$ cat src/logic/powerdown_mask_pkg.sv
//
// Purpose : Constants for the power-down and mask register bank
// Assumes : Serial port pins are synchronous to i_sys_clk
// Notes   : Serial frame is 16 bits, MSB first
//
package powerdown_mask_pkg;

  // ****************************************************************
  // Register offsets
  // ****************************************************************
  localparam logic [6:0] OFS_OUTPUT_BUFFER_POWERDOWN     = 7'h09;
  localparam logic [6:0] OFS_GLOBAL_POWERDOWN_MASK       = 7'h0D;
  localparam logic [6:0] OFS_SYNC_REFERENCE_CLOCK_SELECT = 7'h0E;

  // ****************************************************************
  // Field positions
  // ****************************************************************
  localparam int BIT_FRAME_CLOCK_DRIVER_OFF   = 5;
  localparam int BIT_BIT_CLOCK_DRIVER_OFF     = 4;
  localparam int BIT_CHAN_A_LANE1_DRIVER_OFF  = 3;
  localparam int BIT_CHAN_A_LANE0_DRIVER_OFF  = 2;
  localparam int BIT_CHAN_B_LANE1_DRIVER_OFF  = 1;
  localparam int BIT_CHAN_B_LANE0_DRIVER_OFF  = 0;

  localparam int BIT_KEEP_SAMPLE_CLOCK_BUFFER = 3;
  localparam int BIT_KEEP_REFERENCE_AMPLIFIER = 2;
  localparam int BIT_BANDGAP_OFF_IN_STANDBY   = 1;

  localparam int BIT_PIN_SYNC_ENABLE          = 7;
  localparam int BIT_SERIAL_SYNC_TRIGGER      = 6;
  localparam int BIT_SERIAL_SYNC_ENABLE       = 5;
  localparam int BIT_REFERENCE_CONTROL_SOURCE = 3;
  localparam int BIT_REFERENCE_SELECT_HI      = 2;
  localparam int BIT_REFERENCE_SELECT_LO      = 1;
  localparam int BIT_SINGLE_ENDED_CLOCK_EN    = 0;

  // ****************************************************************
  // Writable masks and reset values
  // ****************************************************************
  localparam logic [7:0] MASK_OUTPUT_BUFFER = 8'h3F;
  localparam logic [7:0] MASK_GLOBAL_MASK   = 8'h0E;
  localparam logic [7:0] MASK_SYNC_REF      = 8'hEF;
  localparam logic [7:0] RST_REGISTER       = 8'h00;

  // ****************************************************************
  // Serial frame
  // ****************************************************************
  localparam logic [3:0] CNT_HEADER_LAST = 4'h7;
  localparam logic [3:0] CNT_FRAME_LAST  = 4'hF;

  typedef enum logic [1:0] {PH_IDLE, PH_HEADER, PH_DATA, PH_DONE} spi_phase_t;

endpackage

$ cat src/logic/powerdown_mask_registers.sv
//
// Purpose : Output buffer power-down, global standby mask and sync/reference registers
// Assumes : Host drives serial pins synchronous to i_sys_clk, slow enough to sample
// Notes   : Frame is read flag, 7-bit address, 8-bit data
`timescale 1ns/1ps

module powerdown_mask_registers
  import powerdown_mask_pkg::*;
(
  input  wire logic       i_sys_clk,
  input  wire logic       i_rstn,
  input  wire logic       i_sen_n,
  input  wire logic       i_sclk,
  input  wire logic       i_sdio,
  input  wire logic       i_global_standby,
  input  wire logic       i_shared_sync_standby_pin,
  output logic            o_sdout,
  output logic            o_sdout_oe_n,
  output logic            o_frame_clock_driver_off,
  output logic            o_bit_clock_driver_off,
  output logic            o_chan_a_lane1_driver_off,
  output logic            o_chan_a_lane0_driver_off,
  output logic            o_chan_b_lane1_driver_off,
  output logic            o_chan_b_lane0_driver_off,
  output logic            o_standby_active,
  output logic            o_sample_clock_buffer_off,
  output logic            o_reference_amplifier_off,
  output logic            o_bandgap_off,
  output logic            o_long_wakeup,
  output logic            o_sync_pulse,
  output logic            o_reference_control_source,
  output logic [1:0]      o_reference_select,
  output logic            o_single_ended_clock_enable
);

  // ****************************************************************
  // Serial port
  // ****************************************************************
  spi_phase_t  phase_q;
  logic [3:0]  cnt_q;
  logic [14:0] shift_q;
  logic        rd_q;
  logic [6:0]  addr_q;
  logic [7:0]  rd_shift_q;
  logic        sclk_q;
  logic        sclk_rise;
  logic        sclk_fall;
  logic        wr_pulse;
  logic [7:0]  wr_data;
  logic [7:0]  rd_mux;

  logic [7:0]  obuf_q;
  logic [7:0]  gmask_q;
  logic [7:0]  syncref_q;

  assign sclk_rise = i_sclk & ~sclk_q;
  assign sclk_fall = ~i_sclk & sclk_q;
  assign wr_data   = {shift_q[6:0], i_sdio};
  assign wr_pulse  = (phase_q == PH_DATA) && sclk_rise && (cnt_q == CNT_FRAME_LAST) && !rd_q;

  always_comb
  begin
    unique case ({shift_q[5:0], i_sdio})
      OFS_OUTPUT_BUFFER_POWERDOWN:     rd_mux = obuf_q;
      OFS_GLOBAL_POWERDOWN_MASK:       rd_mux = gmask_q;
      OFS_SYNC_REFERENCE_CLOCK_SELECT: rd_mux = syncref_q;
      default:                         rd_mux = 8'h00;
    endcase
  end

  always_ff @(posedge i_sys_clk or negedge i_rstn)
  begin
    if (!i_rstn)
    begin
      sclk_q <= 1'b0;
    end
    else
    begin
      sclk_q <= i_sclk;
    end
  end

  always_ff @(posedge i_sys_clk or negedge i_rstn)
  begin
    if (!i_rstn)
    begin
      phase_q    <= PH_IDLE;
      cnt_q      <= 4'h0;
      shift_q    <= 15'h0000;
      rd_q       <= 1'b0;
      addr_q     <= 7'h00;
      rd_shift_q <= 8'h00;
    end
    else if (i_sen_n)
    begin
      phase_q <= PH_IDLE;
      cnt_q   <= 4'h0;
    end
    else
    begin
      unique case (phase_q)
        PH_IDLE:
        begin
          phase_q <= PH_HEADER;
        end
        PH_HEADER:
        begin
          if (sclk_rise)
          begin
            shift_q <= {shift_q[13:0], i_sdio};
            cnt_q   <= cnt_q + 4'h1;
            if (cnt_q == CNT_HEADER_LAST)
            begin
              phase_q    <= PH_DATA;
              rd_q       <= shift_q[6];
              addr_q     <= {shift_q[5:0], i_sdio};
              rd_shift_q <= rd_mux;
            end
          end
        end
        PH_DATA:
        begin
          if (sclk_rise)
          begin
            shift_q <= {shift_q[13:0], i_sdio};
            cnt_q   <= cnt_q + 4'h1;
            if (cnt_q == CNT_FRAME_LAST)
            begin
              phase_q <= PH_DONE;
            end
          end
          if (sclk_fall)
          begin
            rd_shift_q <= {rd_shift_q[6:0], 1'b0};
          end
        end
        PH_DONE:
        begin
          phase_q <= PH_DONE;
        end
      endcase
    end
  end

  // Read data drives out on falling edges during the data phase
  always_ff @(posedge i_sys_clk or negedge i_rstn)
  begin
    if (!i_rstn)
    begin
      o_sdout      <= 1'b0;
      o_sdout_oe_n <= 1'b1;
    end
    else
    begin
      o_sdout_oe_n <= !((phase_q == PH_DATA) && rd_q && !i_sen_n);
      if (phase_q == PH_DATA && sclk_fall)
      begin
        o_sdout <= rd_shift_q[7];
      end
    end
  end

  // ****************************************************************
  // Register bank
  // ****************************************************************
  // reset to zero
  always_ff @(posedge i_sys_clk or negedge i_rstn)
  begin
    if (!i_rstn)
    begin
      obuf_q <= RST_REGISTER;
    end
    else if (wr_pulse && addr_q == OFS_OUTPUT_BUFFER_POWERDOWN)
    begin
      obuf_q <= wr_data & MASK_OUTPUT_BUFFER;
    end
  end

  always_ff @(posedge i_sys_clk or negedge i_rstn)
  begin
    if (!i_rstn)
    begin
      gmask_q <= RST_REGISTER;
    end
    else if (wr_pulse && addr_q == OFS_GLOBAL_POWERDOWN_MASK)
    begin
      gmask_q <= wr_data & MASK_GLOBAL_MASK;
    end
  end

  // field layout, bit 4 reads zero
  always_ff @(posedge i_sys_clk or negedge i_rstn)
  begin
    if (!i_rstn)
    begin
      syncref_q <= RST_REGISTER;
    end
    else if (wr_pulse && addr_q == OFS_SYNC_REFERENCE_CLOCK_SELECT)
    begin
      syncref_q <= wr_data & MASK_SYNC_REF;
    end
  end

  // ****************************************************************
  // Output drivers
  // ****************************************************************
  // bits alone decide, no mode term
  always_ff @(posedge i_sys_clk or negedge i_rstn)
  begin
    if (!i_rstn)
    begin
      o_frame_clock_driver_off  <= 1'b0;
      o_bit_clock_driver_off    <= 1'b0;
      o_chan_a_lane1_driver_off <= 1'b0;
      o_chan_a_lane0_driver_off <= 1'b0;
      o_chan_b_lane1_driver_off <= 1'b0;
      o_chan_b_lane0_driver_off <= 1'b0;
    end
    else
    begin
      o_frame_clock_driver_off  <= obuf_q[BIT_FRAME_CLOCK_DRIVER_OFF];
      o_bit_clock_driver_off    <= obuf_q[BIT_BIT_CLOCK_DRIVER_OFF];
      o_chan_a_lane1_driver_off <= obuf_q[BIT_CHAN_A_LANE1_DRIVER_OFF];
      o_chan_a_lane0_driver_off <= obuf_q[BIT_CHAN_A_LANE0_DRIVER_OFF];
      o_chan_b_lane1_driver_off <= obuf_q[BIT_CHAN_B_LANE1_DRIVER_OFF];
      o_chan_b_lane0_driver_off <= obuf_q[BIT_CHAN_B_LANE0_DRIVER_OFF];
    end
  end

  // ****************************************************************
  // Global standby and sync
  // ****************************************************************
  logic standby;
  logic pin_q;
  logic serial_trig_q;

  // shared pin means standby only with pin-sync off
  assign standby = i_global_standby | (i_shared_sync_standby_pin & ~syncref_q[BIT_PIN_SYNC_ENABLE]);

  always_ff @(posedge i_sys_clk or negedge i_rstn)
  begin
    if (!i_rstn)
    begin
      o_standby_active          <= 1'b0;
      o_sample_clock_buffer_off <= 1'b0;
      o_reference_amplifier_off <= 1'b0;
      o_bandgap_off             <= 1'b0;
      o_long_wakeup             <= 1'b0;
    end
    else
    begin
      o_standby_active          <= standby;
      o_sample_clock_buffer_off <= (standby & ~gmask_q[BIT_KEEP_SAMPLE_CLOCK_BUFFER])
                                   | (syncref_q[BIT_REFERENCE_CONTROL_SOURCE]
                                      & syncref_q[BIT_SINGLE_ENDED_CLOCK_EN]);
      o_reference_amplifier_off <= standby & ~gmask_q[BIT_KEEP_REFERENCE_AMPLIFIER];
      o_bandgap_off             <= standby & gmask_q[BIT_BANDGAP_OFF_IN_STANDBY];
      o_long_wakeup             <= gmask_q[BIT_BANDGAP_OFF_IN_STANDBY];
    end
  end

  always_ff @(posedge i_sys_clk or negedge i_rstn)
  begin
    if (!i_rstn)
    begin
      pin_q         <= 1'b0;
      serial_trig_q <= 1'b0;
      o_sync_pulse  <= 1'b0;
    end
    else
    begin
      pin_q         <= i_shared_sync_standby_pin;
      serial_trig_q <= syncref_q[BIT_SERIAL_SYNC_TRIGGER];
      // pin rise issues sync when enabled
      o_sync_pulse  <= (i_shared_sync_standby_pin & ~pin_q & syncref_q[BIT_PIN_SYNC_ENABLE])
                       | ((syncref_q[BIT_SERIAL_SYNC_TRIGGER] ^ serial_trig_q)
                          & syncref_q[BIT_SERIAL_SYNC_ENABLE]);
    end
  end

  always_ff @(posedge i_sys_clk or negedge i_rstn)
  begin
    if (!i_rstn)
    begin
      o_reference_control_source  <= 1'b0;
      o_reference_select          <= 2'h0;
      o_single_ended_clock_enable <= 1'b0;
    end
    else
    begin
      o_reference_control_source  <= syncref_q[BIT_REFERENCE_CONTROL_SOURCE];
      o_reference_select          <= syncref_q[BIT_REFERENCE_SELECT_HI:BIT_REFERENCE_SELECT_LO];
      o_single_ended_clock_enable <= syncref_q[BIT_SINGLE_ENDED_CLOCK_EN];
    end
  end

endmodule

$ cat config.mk
export PLATFORM = sky130hd
export DESIGN_NAME = powerdown_mask_registers
export DESIGN_NICKNAME = d
export VERILOG_FILES = /design/src/logic/powerdown_mask_pkg.sv /design/src/logic/powerdown_mask_registers.sv
export SDC_FILE = /design/constraint.sdc
export NUM_CORES = 1
export LEC_CHECK = 0
export ABC_AREA = 0
export BUFFER_PORTS_ARGS = -buffer_cell sky130_fd_sc_hd__buf_2
export CAP_MARGIN = 0
export CORE_MARGIN = 1.5
export CORE_UTILIZATION = 63
export DETAILED_ROUTE_END_ITERATION = 8
export GPL_TIMING_DRIVEN = 0
export PLACE_DENSITY = 0.9
export SLEW_MARGIN = 20
export SYNTH_ARGS = -nofsm -noshare
export SYNTH_HDL_FRONTEND = slang
export SYNTH_SLANG_ARGS = --single-unit
$ cat constraint.sdc
create_clock -name i_sys_clk -period 5.7 [get_ports i_sys_clk]
set_input_delay 1.14 -clock i_sys_clk [delete_from_list [all_inputs] [get_ports i_sys_clk]]
set_output_delay 1.14 -clock i_sys_clk [all_outputs]
set_load 0.1 [all_outputs]
==> results of run 1 <==
-- flip-flops by register name, summed over array words and instances, names as in the netlist, 3 cells and up --
name        count
addr_q          7
cnt_q           4
gmask_q         3
obuf_q          6
rd_shift_q      8
shift_q         7
syncref_q       7
-- cell type report --
| class | instances | share of cell area [%] |
|---|---|---|
| flip-flops and latches | 66 | 51.24 |
| multi-input cells | 122 | 34.14 |
| clock buffers | 11 | 4.073 |
| repair buffers | 24 | 3.801 |
| clock inverters | 5 | 2.444 |
| well taps | 52 | 2.017 |
| plain buffers | 9 | 1.590 |
| inverters | 6 | 0.6982 |
-- cells in the final DEF, fill, tap and decap left out, drive strengths merged, types with 3 or more instances in the layout --
master,n
inv,6
mux2,34
dfrtp,65
a21oi,9
clkbuf,16
buf,28
nand2b,4
nand4b,3
nor2,9
a31oi,6
ha,4
clkinv,3
nor2b,3
o21ai,7
nand2,7
mux2i,5
-- power groups by stage --
stage	logic [mW]	registers, mW	clock network (mW)
global placement	0.208	0.575	0
global route	0.246	0.581	0.443
finish	0.223	0.573	0.420
detailed placement	0.219	0.580	0
CTS	0.223	0.572	0.422
floorplan	0.156	0.573	0
-- final timing paths --
kind                                              from                                   to  slack (ps)
worst max-delay path            o_sdout_oe_n$_DFF_PN1_                         o_sdout_oe_n        3300
worst max register to register  phase_q[0]$_DFFE_PN0P_            rd_shift_q[4]$_DFFE_PN0P_        3550
max in group asynchronous                       i_rstn               shift_q[5]$_DFFE_PN0P_        4280
min in group asynchronous                       i_rstn  o_chan_a_lane0_driver_off$_DFF_PN0_         890
worst min register to register   obuf_q[2]$_DFFE_PN0P_  o_chan_a_lane0_driver_off$_DFF_PN0_         420
worst min-delay path             obuf_q[2]$_DFFE_PN0P_  o_chan_a_lane0_driver_off$_DFF_PN0_         420
-- routing by layer --
layer / vias to the layer above / routed length, µm / share of wire [%] / track usage, %
met3: 9 / 174 / 3.3 / 6.926
met2: 41 / 2638 / 50 / 37.25
met5: - / 0 / 0 / 0
met4: 0 / 99 / 1.9 / 8.974
li1: 800 / - / - / -
met1: 915 / 2376 / 45 / 31.26
-- cell families (layout without fill, tap and decap cells) --
logic type,count (synthesis),in the layout,share of synthesized area (%)
and+or+nand+nor,41,41,10.53
adders and majority gates,4,4,1.770
AOI/OAI and AO/OA,34,34,8.230
DFF,66,66,58.45
muxes,39,39,17.17
xor gates and xnor gates,4,4,1.239
buffers and inverters,15,55,2.611
-- cell usage after synthesis (2+ instances only) --
cell type and instances:
a21oi_1 9, a22oi_1 2, a31oi_1 6, a32oi_1 2, and4bb_1 2, buf_2 2, buf_6 2, clkbuf_1 5
dfrtp_1 65, ha_1 4, inv_1 6, mux2_2 20, mux2_4 14, mux2i_1 5, nand2_1 7, nand2b_1 3
nand3b_1 2, nand4b_4 2, nor2_1 9, nor2b_1 3, o21a_1 2, o21ai_0 6, o2bb2ai_1 2, xnor2_1 2
xor2_1 2
-- per-stage QoR --
stage | setup slack (ps) | utilization (%) | instances | cell area (µm²)
CTS | 3294 | 74.59 | 295 | 3226
global route | 3279 | 74.59 | 295 | 3226
global placement | 3123 | 69.68 | 279 | 3013
floorplan | 3391 | - | 203 | 2828
detailed placement | 3101 | 69.73 | 279 | 3015
finish | 3300 | 74.59 | 295 | 3226
==> flow_summary.toml, run 1 <==
[setup_path]
arrival_ps = 1260
cp_slowest_cell = "dfstp_2"
cp.depth = 1
cp_top_family = "flip-flops"
slowest_delay_ps = 510
r2r_cells = 7
worstPathMaxFanout = 1
cp_num_buf_inv = 1
start_kind = "flip-flop"
critical_path.cell_chain = "buf_2"
worst-setup-path-type = "flip-flop to output pin"
worstPathRequired_ps = 4560
cp-end-kind = "output pin"

[sta]
setup_viol = 0
tns_ps = 0
finalCritPeriodShare_pct = 42.10
hold_violations = 0
period_needed_ps = 2400
slew_viol_final = 0
holdWs_ps = 420.5
rsz0062_at_grt = "false"
finClkSkew_ps = 8.078
max_slew_margin_pct = 44.34
worst-slew-pin-transition_ps = 828.1
fmax_mhz = 416.7

[cts]
clkLatencyLatePin_ps = 340
cts.repair.resized = 0
cts_hold_buf = 0
clk_pin_slew_ps = 70
cts_tree = "done"
cts-root-buf = "clkbuf_8"
postCtsSetupBuffers = 0
clockBufferDepth = 2
cts_buffers = 9
clock-sinks = 66
htree_num_levels = 3

[yosys]
syn_area_um2 = 2828
async_reset_ff_share_pct = 100.0
ys_seq_area_share_pct = 58.45
ys_warn_count = 0
ys_types = 44
syn-num-nets = 214
synth_area_leader_cell = "dfrtp_1"
synth_edf_count = 0
ys_top_cells_by_area = "dfrtp_1 58%, mux2_2 8.0%, mux2_4 7.4%"
ys_seq_elements = 66
avgSynthCellArea_um2 = 13.93
yosys_most_used_dff = "dfrtp_1"
syn_inst = 203
synth_top_area_share_pct = 57.52

[pwr]
p_per_area_nw_per_um2 = 377.0
p_leak_nw = 1.642
power.total_mw = 1.216
power.switching_mw = 0.3652
combinationalPowerShare_pct = 18.3
irDropWorstVdd_mv = 0.3489
p_int_mw = 0.8509
seqPwrFrac_pct = 47.1
swShare_pct = 30.03
power.share.clock_pct = 34.5

[global_route]
grt_max_degree = 67
gr-usage-all-layers_pct = 23.64
grt_overflow = 0
grt_pass1_vias = 1769
antenna_found_initial = 0
grt_pass1_wl_um = 8783

[cells_and_area]
n_antenna_cell = 0
final_layout_size_suffix_gt1_share_pct = 34.98
area_delta_synth_final_pct = 14.07
multi_input_area_um2 = 1101
fillers = 256
nNetsFinal = 249
register_area_um2 = 1653

[detailed_routing]
drc = 0
routed_wl_um = 5289
drtIter0Drc = 160
ant_nets = 0
viasPerCell = 5.983
via_count = 1765
route.detailed.wl_per_inst_um = 17.93
first_pass_iters = 4

[floorplan]
die_w_um = 70.00
rows = 24
die-area_um2 = 4899
ios = 25
coreArea_um2 = 4324
start_util_pct = 65.39
die_y_um = 70.00

[placement]
gp_congestion = 0.8705
portBuffers = 24
place_hpwl_um = 3482

[status]
status = "finished, final reports clean"

[worst_hold_path]
hp-class = "flip-flop to flip-flop"
hold_depth = 0

[job]
max_cap_violations = 0
No activity file was read; power rests on OpenSTA's default activity.
==> run 2, diff against run 1 <==
--- a/config.mk
+++ b/config.mk
@@ -9,10 +9,10 @@
 export BUFFER_PORTS_ARGS = -buffer_cell sky130_fd_sc_hd__buf_2
 export CAP_MARGIN = 0
 export CORE_MARGIN = 1.5
-export CORE_UTILIZATION = 63
+export CORE_UTILIZATION = 53
 export DETAILED_ROUTE_END_ITERATION = 8
 export GPL_TIMING_DRIVEN = 0
-export PLACE_DENSITY = 0.9
+export PLACE_DENSITY = 0.81
 export SLEW_MARGIN = 20
 export SYNTH_ARGS = -nofsm -noshare
 export SYNTH_HDL_FRONTEND = slang
==> constraint.sdc (replaced) <==
create_clock -name i_sys_clk -period 2 [get_ports i_sys_clk]
set_input_delay 0.4 -clock i_sys_clk [delete_from_list [all_inputs] [get_ports i_sys_clk]]
set_output_delay 0.4 -clock i_sys_clk [all_outputs]
set_load 0.1 [all_outputs]
==> flow_summary.toml, run 2 (same netlist as run 1, synthesis figures left out) <==
[status]
status = "finished, final reports clean"

[sta]
finalCritPeriodShare_pct = 97.71
fmax_mhz = 511.7
setup_viol = 0
period_needed_ps = 1954
worst-slew-pin-transition_ps = 803.6
worst_slack_ps = 45.85
finClkSkew_ps = 6.609
tns_ps = 0
holdWs_ps = 158.7
rsz0062_at_grt = "true"
max_slew_margin_pct = 46.43
slew_viol_final = 0
hold_violations = 0

[pwr]
power.total_mw = 3.463
combinationalPowerShare_pct = 19.8
swShare_pct = 30.67
power.switching_mw = 1.062
p_per_area_nw_per_um2 = 1047
seqPwrFrac_pct = 47.5
power.share.clock_pct = 32.7
p_int_mw = 2.401
irDropWorstVdd_mv = 0.4918
p_leak_nw = 1.655

[setup_path]
r2r_start = "phase_q[0]$_DFFE_PN0P_"
r2r_slack_ps = 50
worstPathMaxFanout = 7
worst-setup-path-type = "flip-flop to flip-flop"
arrival_ps = 2180
setup.worst_path.end = "obuf_q[5]$_DFFE_PN0P_"
slowest_delay_ps = 400
critical_path.cell_chain = "inv_2 -> ha_4 -> buf_6 -> and4bb_1 -> and4_4 -> and4bb_1 -> buf_6 -> mux2_4"
cp_slowest_cell = "dfrtp_1"
r2r_cells = 8
start_kind = "flip-flop"
cp-end-kind = "flip-flop"
critical_path.startpoint = "phase_q[0]$_DFFE_PN0P_"
worstPathRequired_ps = 2220
reg2reg_to = "obuf_q[5]$_DFFE_PN0P_"

[cells_and_area]
nNetsFinal = 251
largest_register_ffs = 8
layout.cells.most_common = "dfrtp_1"
n_antenna_cell = 0
final_cell_mix = "65 x dfrtp_1, 24 x buf_2, 20 x mux2_2, 14 x mux2_4, 11 x clkbuf_8"
area_delta_synth_final_pct = 16.95
final_layout_size_suffix_gt1_share_pct = 38.78
top_register = "rd_shift_q"

[global_route]
grt_overflow = 0
grt_pass1_wl_um = 8776
grt_max_degree = 67
antenna_found_initial = 0
gr-usage-all-layers_pct = 19.44
grt_pass1_vias = 1769

[detailed_routing]
highest_layer = "met4"
met3WireLength_um = 132
via_count = 1721
route.detailed.wl_per_inst_um = 16.12
drc = 0
drtIter0Drc = 73
first_pass_iters = 4
routed_wl_um = 5077
wl_met2_um = 2441
viasPerCell = 5.463
ant_nets = 0
wl_met1_um = 2409

[cts]
clk_pin_slew_ps = 70
cts_buffers = 9
clock-sinks = 66
cts_hold_buf = 0
cts_tree = "done"
htree_num_levels = 3
clkLatencyLatePin_ps = 340
cts-root-buf = "clkbuf_8"
clockBufferDepth = 2

[placement]
dp_slack_ps = -69.14
place_hpwl_um = 3409
portBuffers = 24
gp_congestion = 0.7795

[floorplan]
coreArea_um2 = 5140
start_util_pct = 55.01
die_w_um = 76.05
die_y_um = 76.05
ios = 25
rows = 26
die-area_um2 = 5783

[job]
max_cap_violations = 0

[worst_hold_path]
hp-class = "input port to async pin"
run 2: changes by cell type in the layout (fill, tap and decap cells not counted), sizes merged:
cell      delta
clkbuf       -1
clkinvlp     +1
buf          +3
bufinv       -1
run 2: critical path: cells and delay by family (launching register included):
| family | cells | cell delay [ps] |
|---|---|---|
| fa+ha+maj | 1 | 130 |
| buf+inv | 3 | 360 |
| mux | 1 | 300 |
| flops | 1 | 400 |
| simple gates | 3 | 640 |
run 2: worst min path at each step:
| stage | start | to | slack (ps) |
|---|---|---|---|
| global placement | obuf_q[0]$_DFFE_PN0P_ | o_chan_b_lane0_driver_off$_DFF_PN0_ | 390 |
| global route | i_shared_sync_standby_pin | pin_q$_DFF_PN0_ | 190 |
| floorplan | i_rstn | addr_q[0]$_DFFE_PN0P_ | 100 |
| finish | i_rstn | o_chan_a_lane0_driver_off$_DFF_PN0_ | 160 |
| detailed placement | obuf_q[0]$_DFFE_PN0P_ | o_chan_b_lane0_driver_off$_DFF_PN0_ | 390 |
| CTS | i_rstn | o_chan_a_lane0_driver_off$_DFF_PN0_ | 170 |
run 2: final cells by class:
type / instances / area (µm²)
flip-flops and latches: 66 / 1653
multi-input cells: 122 / 1141
fillers: 392 / 1833
inverters: 6 / 22.52
clock inverters: 5 / 52.55
plain buffers: 8 / 53.80
repair buffers: 27 / 145.1
well taps: 70 / 87.58
clock buffers: 11 / 151.4
run 2: what timing repair did:
| action | in CTS | in global routing |
|---|---|---|
| setup endpoints to repair | 6 | 29 |
| setup buffers | 1 | 2 |
| resized for setup | 2 | 9 |
| gates cloned | 0 | 0 |
run 2: power groups by stage:
stage / Clock [mW] / Combinational, mW / Sequential [mW]
floorplan: 0 / 0.444 / 1.63
global placement: 0 / 0.594 / 1.64
detailed placement: 0 / 0.617 / 1.65
CTS: 1.15 / 0.640 / 1.62
global route: 1.21 / 0.759 / 1.66
finish: 1.13 / 0.687 / 1.65
run 2: metal layers:
layer | global-route usage, % | vias up
met2 | 31.35 | 27
met4 | 8.704 | 0
met1 | 25.50 | 882
li1 | - | 802
met5 | 0 | -
met3 | 4.072 | 10
run 2: metrics by stage:
stage / instance area [µm²] / instances / util [%]
4_1_cts: 3256 / 314 / 63.34
2_1_floorplan: 2828 / 203 / -
3_5_place_dp: 3038 / 297 / 59.10
6_report: 3307 / 315 / 64.34
3_3_place_gp: 3035 / 297 / 59.06
5_1_grt: 3307 / 315 / 64.34
==> run 3, diff against run 2 <==
--- a/config.mk
+++ b/config.mk
@@ -5,8 +5,7 @@
 export SDC_FILE = /design/constraint.sdc
 export NUM_CORES = 1
 export LEC_CHECK = 0
-export ABC_AREA = 0
-export BUFFER_PORTS_ARGS = -buffer_cell sky130_fd_sc_hd__buf_2
+export BUFFER_PORTS_ARGS = -buffer_cell sky130_fd_sc_hd__buf_4
 export CAP_MARGIN = 0
 export CORE_MARGIN = 1.5
 export CORE_UTILIZATION = 53
==> flow_summary.toml, run 3 (same netlist as run 1, synthesis figures left out) <==
[cts]
clockBufferDepth = 2
cts_buffers = 9
cts-root-buf = "clkbuf_8"
clkLatencyLatePin_ps = 330
htree_num_levels = 3
clock-sinks = 66
cts_hold_buf = 0
cts_tree = "done"
clk_pin_slew_ps = 70

[detailed_routing]
viasPerCell = 5.549
met3WireLength_um = 146
via_count = 1748
route.detailed.wl_per_inst_um = 17.10
routed_wl_um = 5388
drtIter0Drc = 116
drc = 0
highest_layer = "met4"
wl_met2_um = 2730
ant_nets = 0
wl_met1_um = 2367
first_pass_iters = 4

[sta]
fmax_mhz = 508.1
period_needed_ps = 1968
worst-slew-pin-transition_ps = 779.9
finalCritPeriodShare_pct = 98.41
holdWs_ps = 157.4
slew_viol_final = 0
hold_violations = 0
max_slew_margin_pct = 48.01
finClkSkew_ps = 6.801
setup_viol = 0

[cells_and_area]
final_cell_mix = "65 x dfrtp_1, 28 x buf_4, 20 x mux2_2, 14 x mux2_4, 12 x clkbuf_8"
final_layout_size_suffix_gt1_share_pct = 38.37
nNetsFinal = 252
largest_register_ffs = 8
top_register = "rd_shift_q"
fin_cells = 315
area_delta_synth_final_pct = 18.81
n_antenna_cell = 0
fillers = 371
final_util_pct = 65.36
layout.cells.most_common = "dfrtp_1"

[global_route]
grt_pass1_vias = 1833
antenna_found_initial = 0
grt_overflow = 0
grt_pass1_wl_um = 8859
grt_max_degree = 67
gr-usage-all-layers_pct = 20.05

[setup_path]
worstPathRequired_ps = 2210
r2r_cells = 7
setup.worst_path.end = "obuf_q[1]$_DFFE_PN0P_"
worst-setup-path-type = "flip-flop to flip-flop"
arrival_ps = 2180
slowest_delay_ps = 420
reg2reg_to = "obuf_q[1]$_DFFE_PN0P_"
r2r_start = "phase_q[1]$_DFFE_PN0P_"
r2r_slack_ps = 30
start_kind = "flip-flop"
worstPathMaxFanout = 7
cp-end-kind = "flip-flop"
critical_path.cell_chain = "ha_1 -> buf_6 -> and4bb_1 -> and4_4 -> and4bb_1 -> buf_6 -> mux2_4"
cp_slowest_cell = "dfrtp_1"
critical_path.startpoint = "phase_q[1]$_DFFE_PN0P_"

[floorplan]
die-area_um2 = 5783
start_util_pct = 55.01
coreArea_um2 = 5140
die_w_um = 76.05
die_y_um = 76.05
ios = 25
rows = 26

[placement]
gp_congestion = 0.7779
portBuffers = 24
place_hpwl_um = 3499
dp_cells = 297

[pwr]
power.share.clock_pct = 32.6
power.switching_mw = 1.030
p_leak_nw = 1.669
swShare_pct = 29.63
irDropWorstVdd_mv = 0.4911
p_int_mw = 2.445
p_per_area_nw_per_um2 = 1034
combinationalPowerShare_pct = 20.0
seqPwrFrac_pct = 47.4

[job]
max_cap_violations = 0

[worst_hold_path]
hp-class = "input port to async pin"

[status]
status = "finished, final reports clean"
==> run 3: area by class of cell <==
type	count	area [µm²]	area share (%)
flip-flops and latches	66	1653	49.20
multi-input cells	122	1129	33.59
repair buffers	28	210.2	6.257
clock buffers	13	168.9	5.028
well taps	70	87.58	2.607
plain buffers	8	53.80	1.601
clock inverters	2	35.03	1.043
inverters	6	22.52	0.6704
==> run 3: worst max-delay path: cells and delay by family, from the launching register on <==
kind	cells	cell delay (ps)
AND/OR/NAND/NOR	3	650
flip-flops	1	420
multiplexers	1	300
buffers and inverters	2	280
adder cells (fa/ha/maj)	1	190
==> run 3: timing repair <==
item / CTS / global route
resized for setup: 2 / 8
endpoints found under the setup margin: 7 / 29
setup buffers: 2 / 2
pin swaps: 1 / 0
==> run 3: how the worst min path moves through the flow <==
| stage | startpoint | endpoint | slack (ps) | depth (start not counted) |
|---|---|---|---|---|
| 6_report | i_rstn | o_reference_amplifier_off$_DFF_PN0_ | 160 | 1 |
| 5_1_grt | i_shared_sync_standby_pin | pin_q$_DFF_PN0_ | 180 | 1 |
| 4_1_cts | i_rstn | o_standby_active$_DFF_PN0_ | 180 | 1 |
| 3_5_place_dp | obuf_q[0]$_DFFE_PN0P_ | o_chan_b_lane0_driver_off$_DFF_PN0_ | 400 | 0 |
| 3_3_place_gp | obuf_q[0]$_DFFE_PN0P_ | o_chan_b_lane0_driver_off$_DFF_PN0_ | 390 | 0 |
| 2_1_floorplan | i_rstn | addr_q[0]$_DFFE_PN0P_ | 100 | 0 |
==> run 3: through the flow <==
step	power (mW)	setup TNS (ps)	cell area, µm²	setup WS, ps
3_5_place_dp	2.281	-494.0	3095	-86.33
6_report	3.475	0	3359	31.84
3_3_place_gp	2.245	-242.5	3095	-41.88
4_1_cts	3.432	0	3321	16.56
5_1_grt	3.643	-51.20	3359	-15.41
2_1_floorplan	2.079	0	2828	73.58
==> run 3: per-layer routing <==
layer	GRT usage, %	up-vias
li1	-	806
met1	24.42	888
met2	33.33	42
met3	4.072	12
met4	11.48	0
met5	0	-
==> run 3: power groups by stage <==
| stage | clock [mW] | sequential, mW | combinational, mW |
|---|---|---|---|
| global placement | 0 | 1.64 | 0.603 |
| global route | 1.21 | 1.67 | 0.767 |
| CTS | 1.15 | 1.63 | 0.650 |
| finish | 1.13 | 1.65 | 0.697 |
| detailed placement | 0 | 1.66 | 0.624 |
| floorplan | 0 | 1.63 | 0.444 |
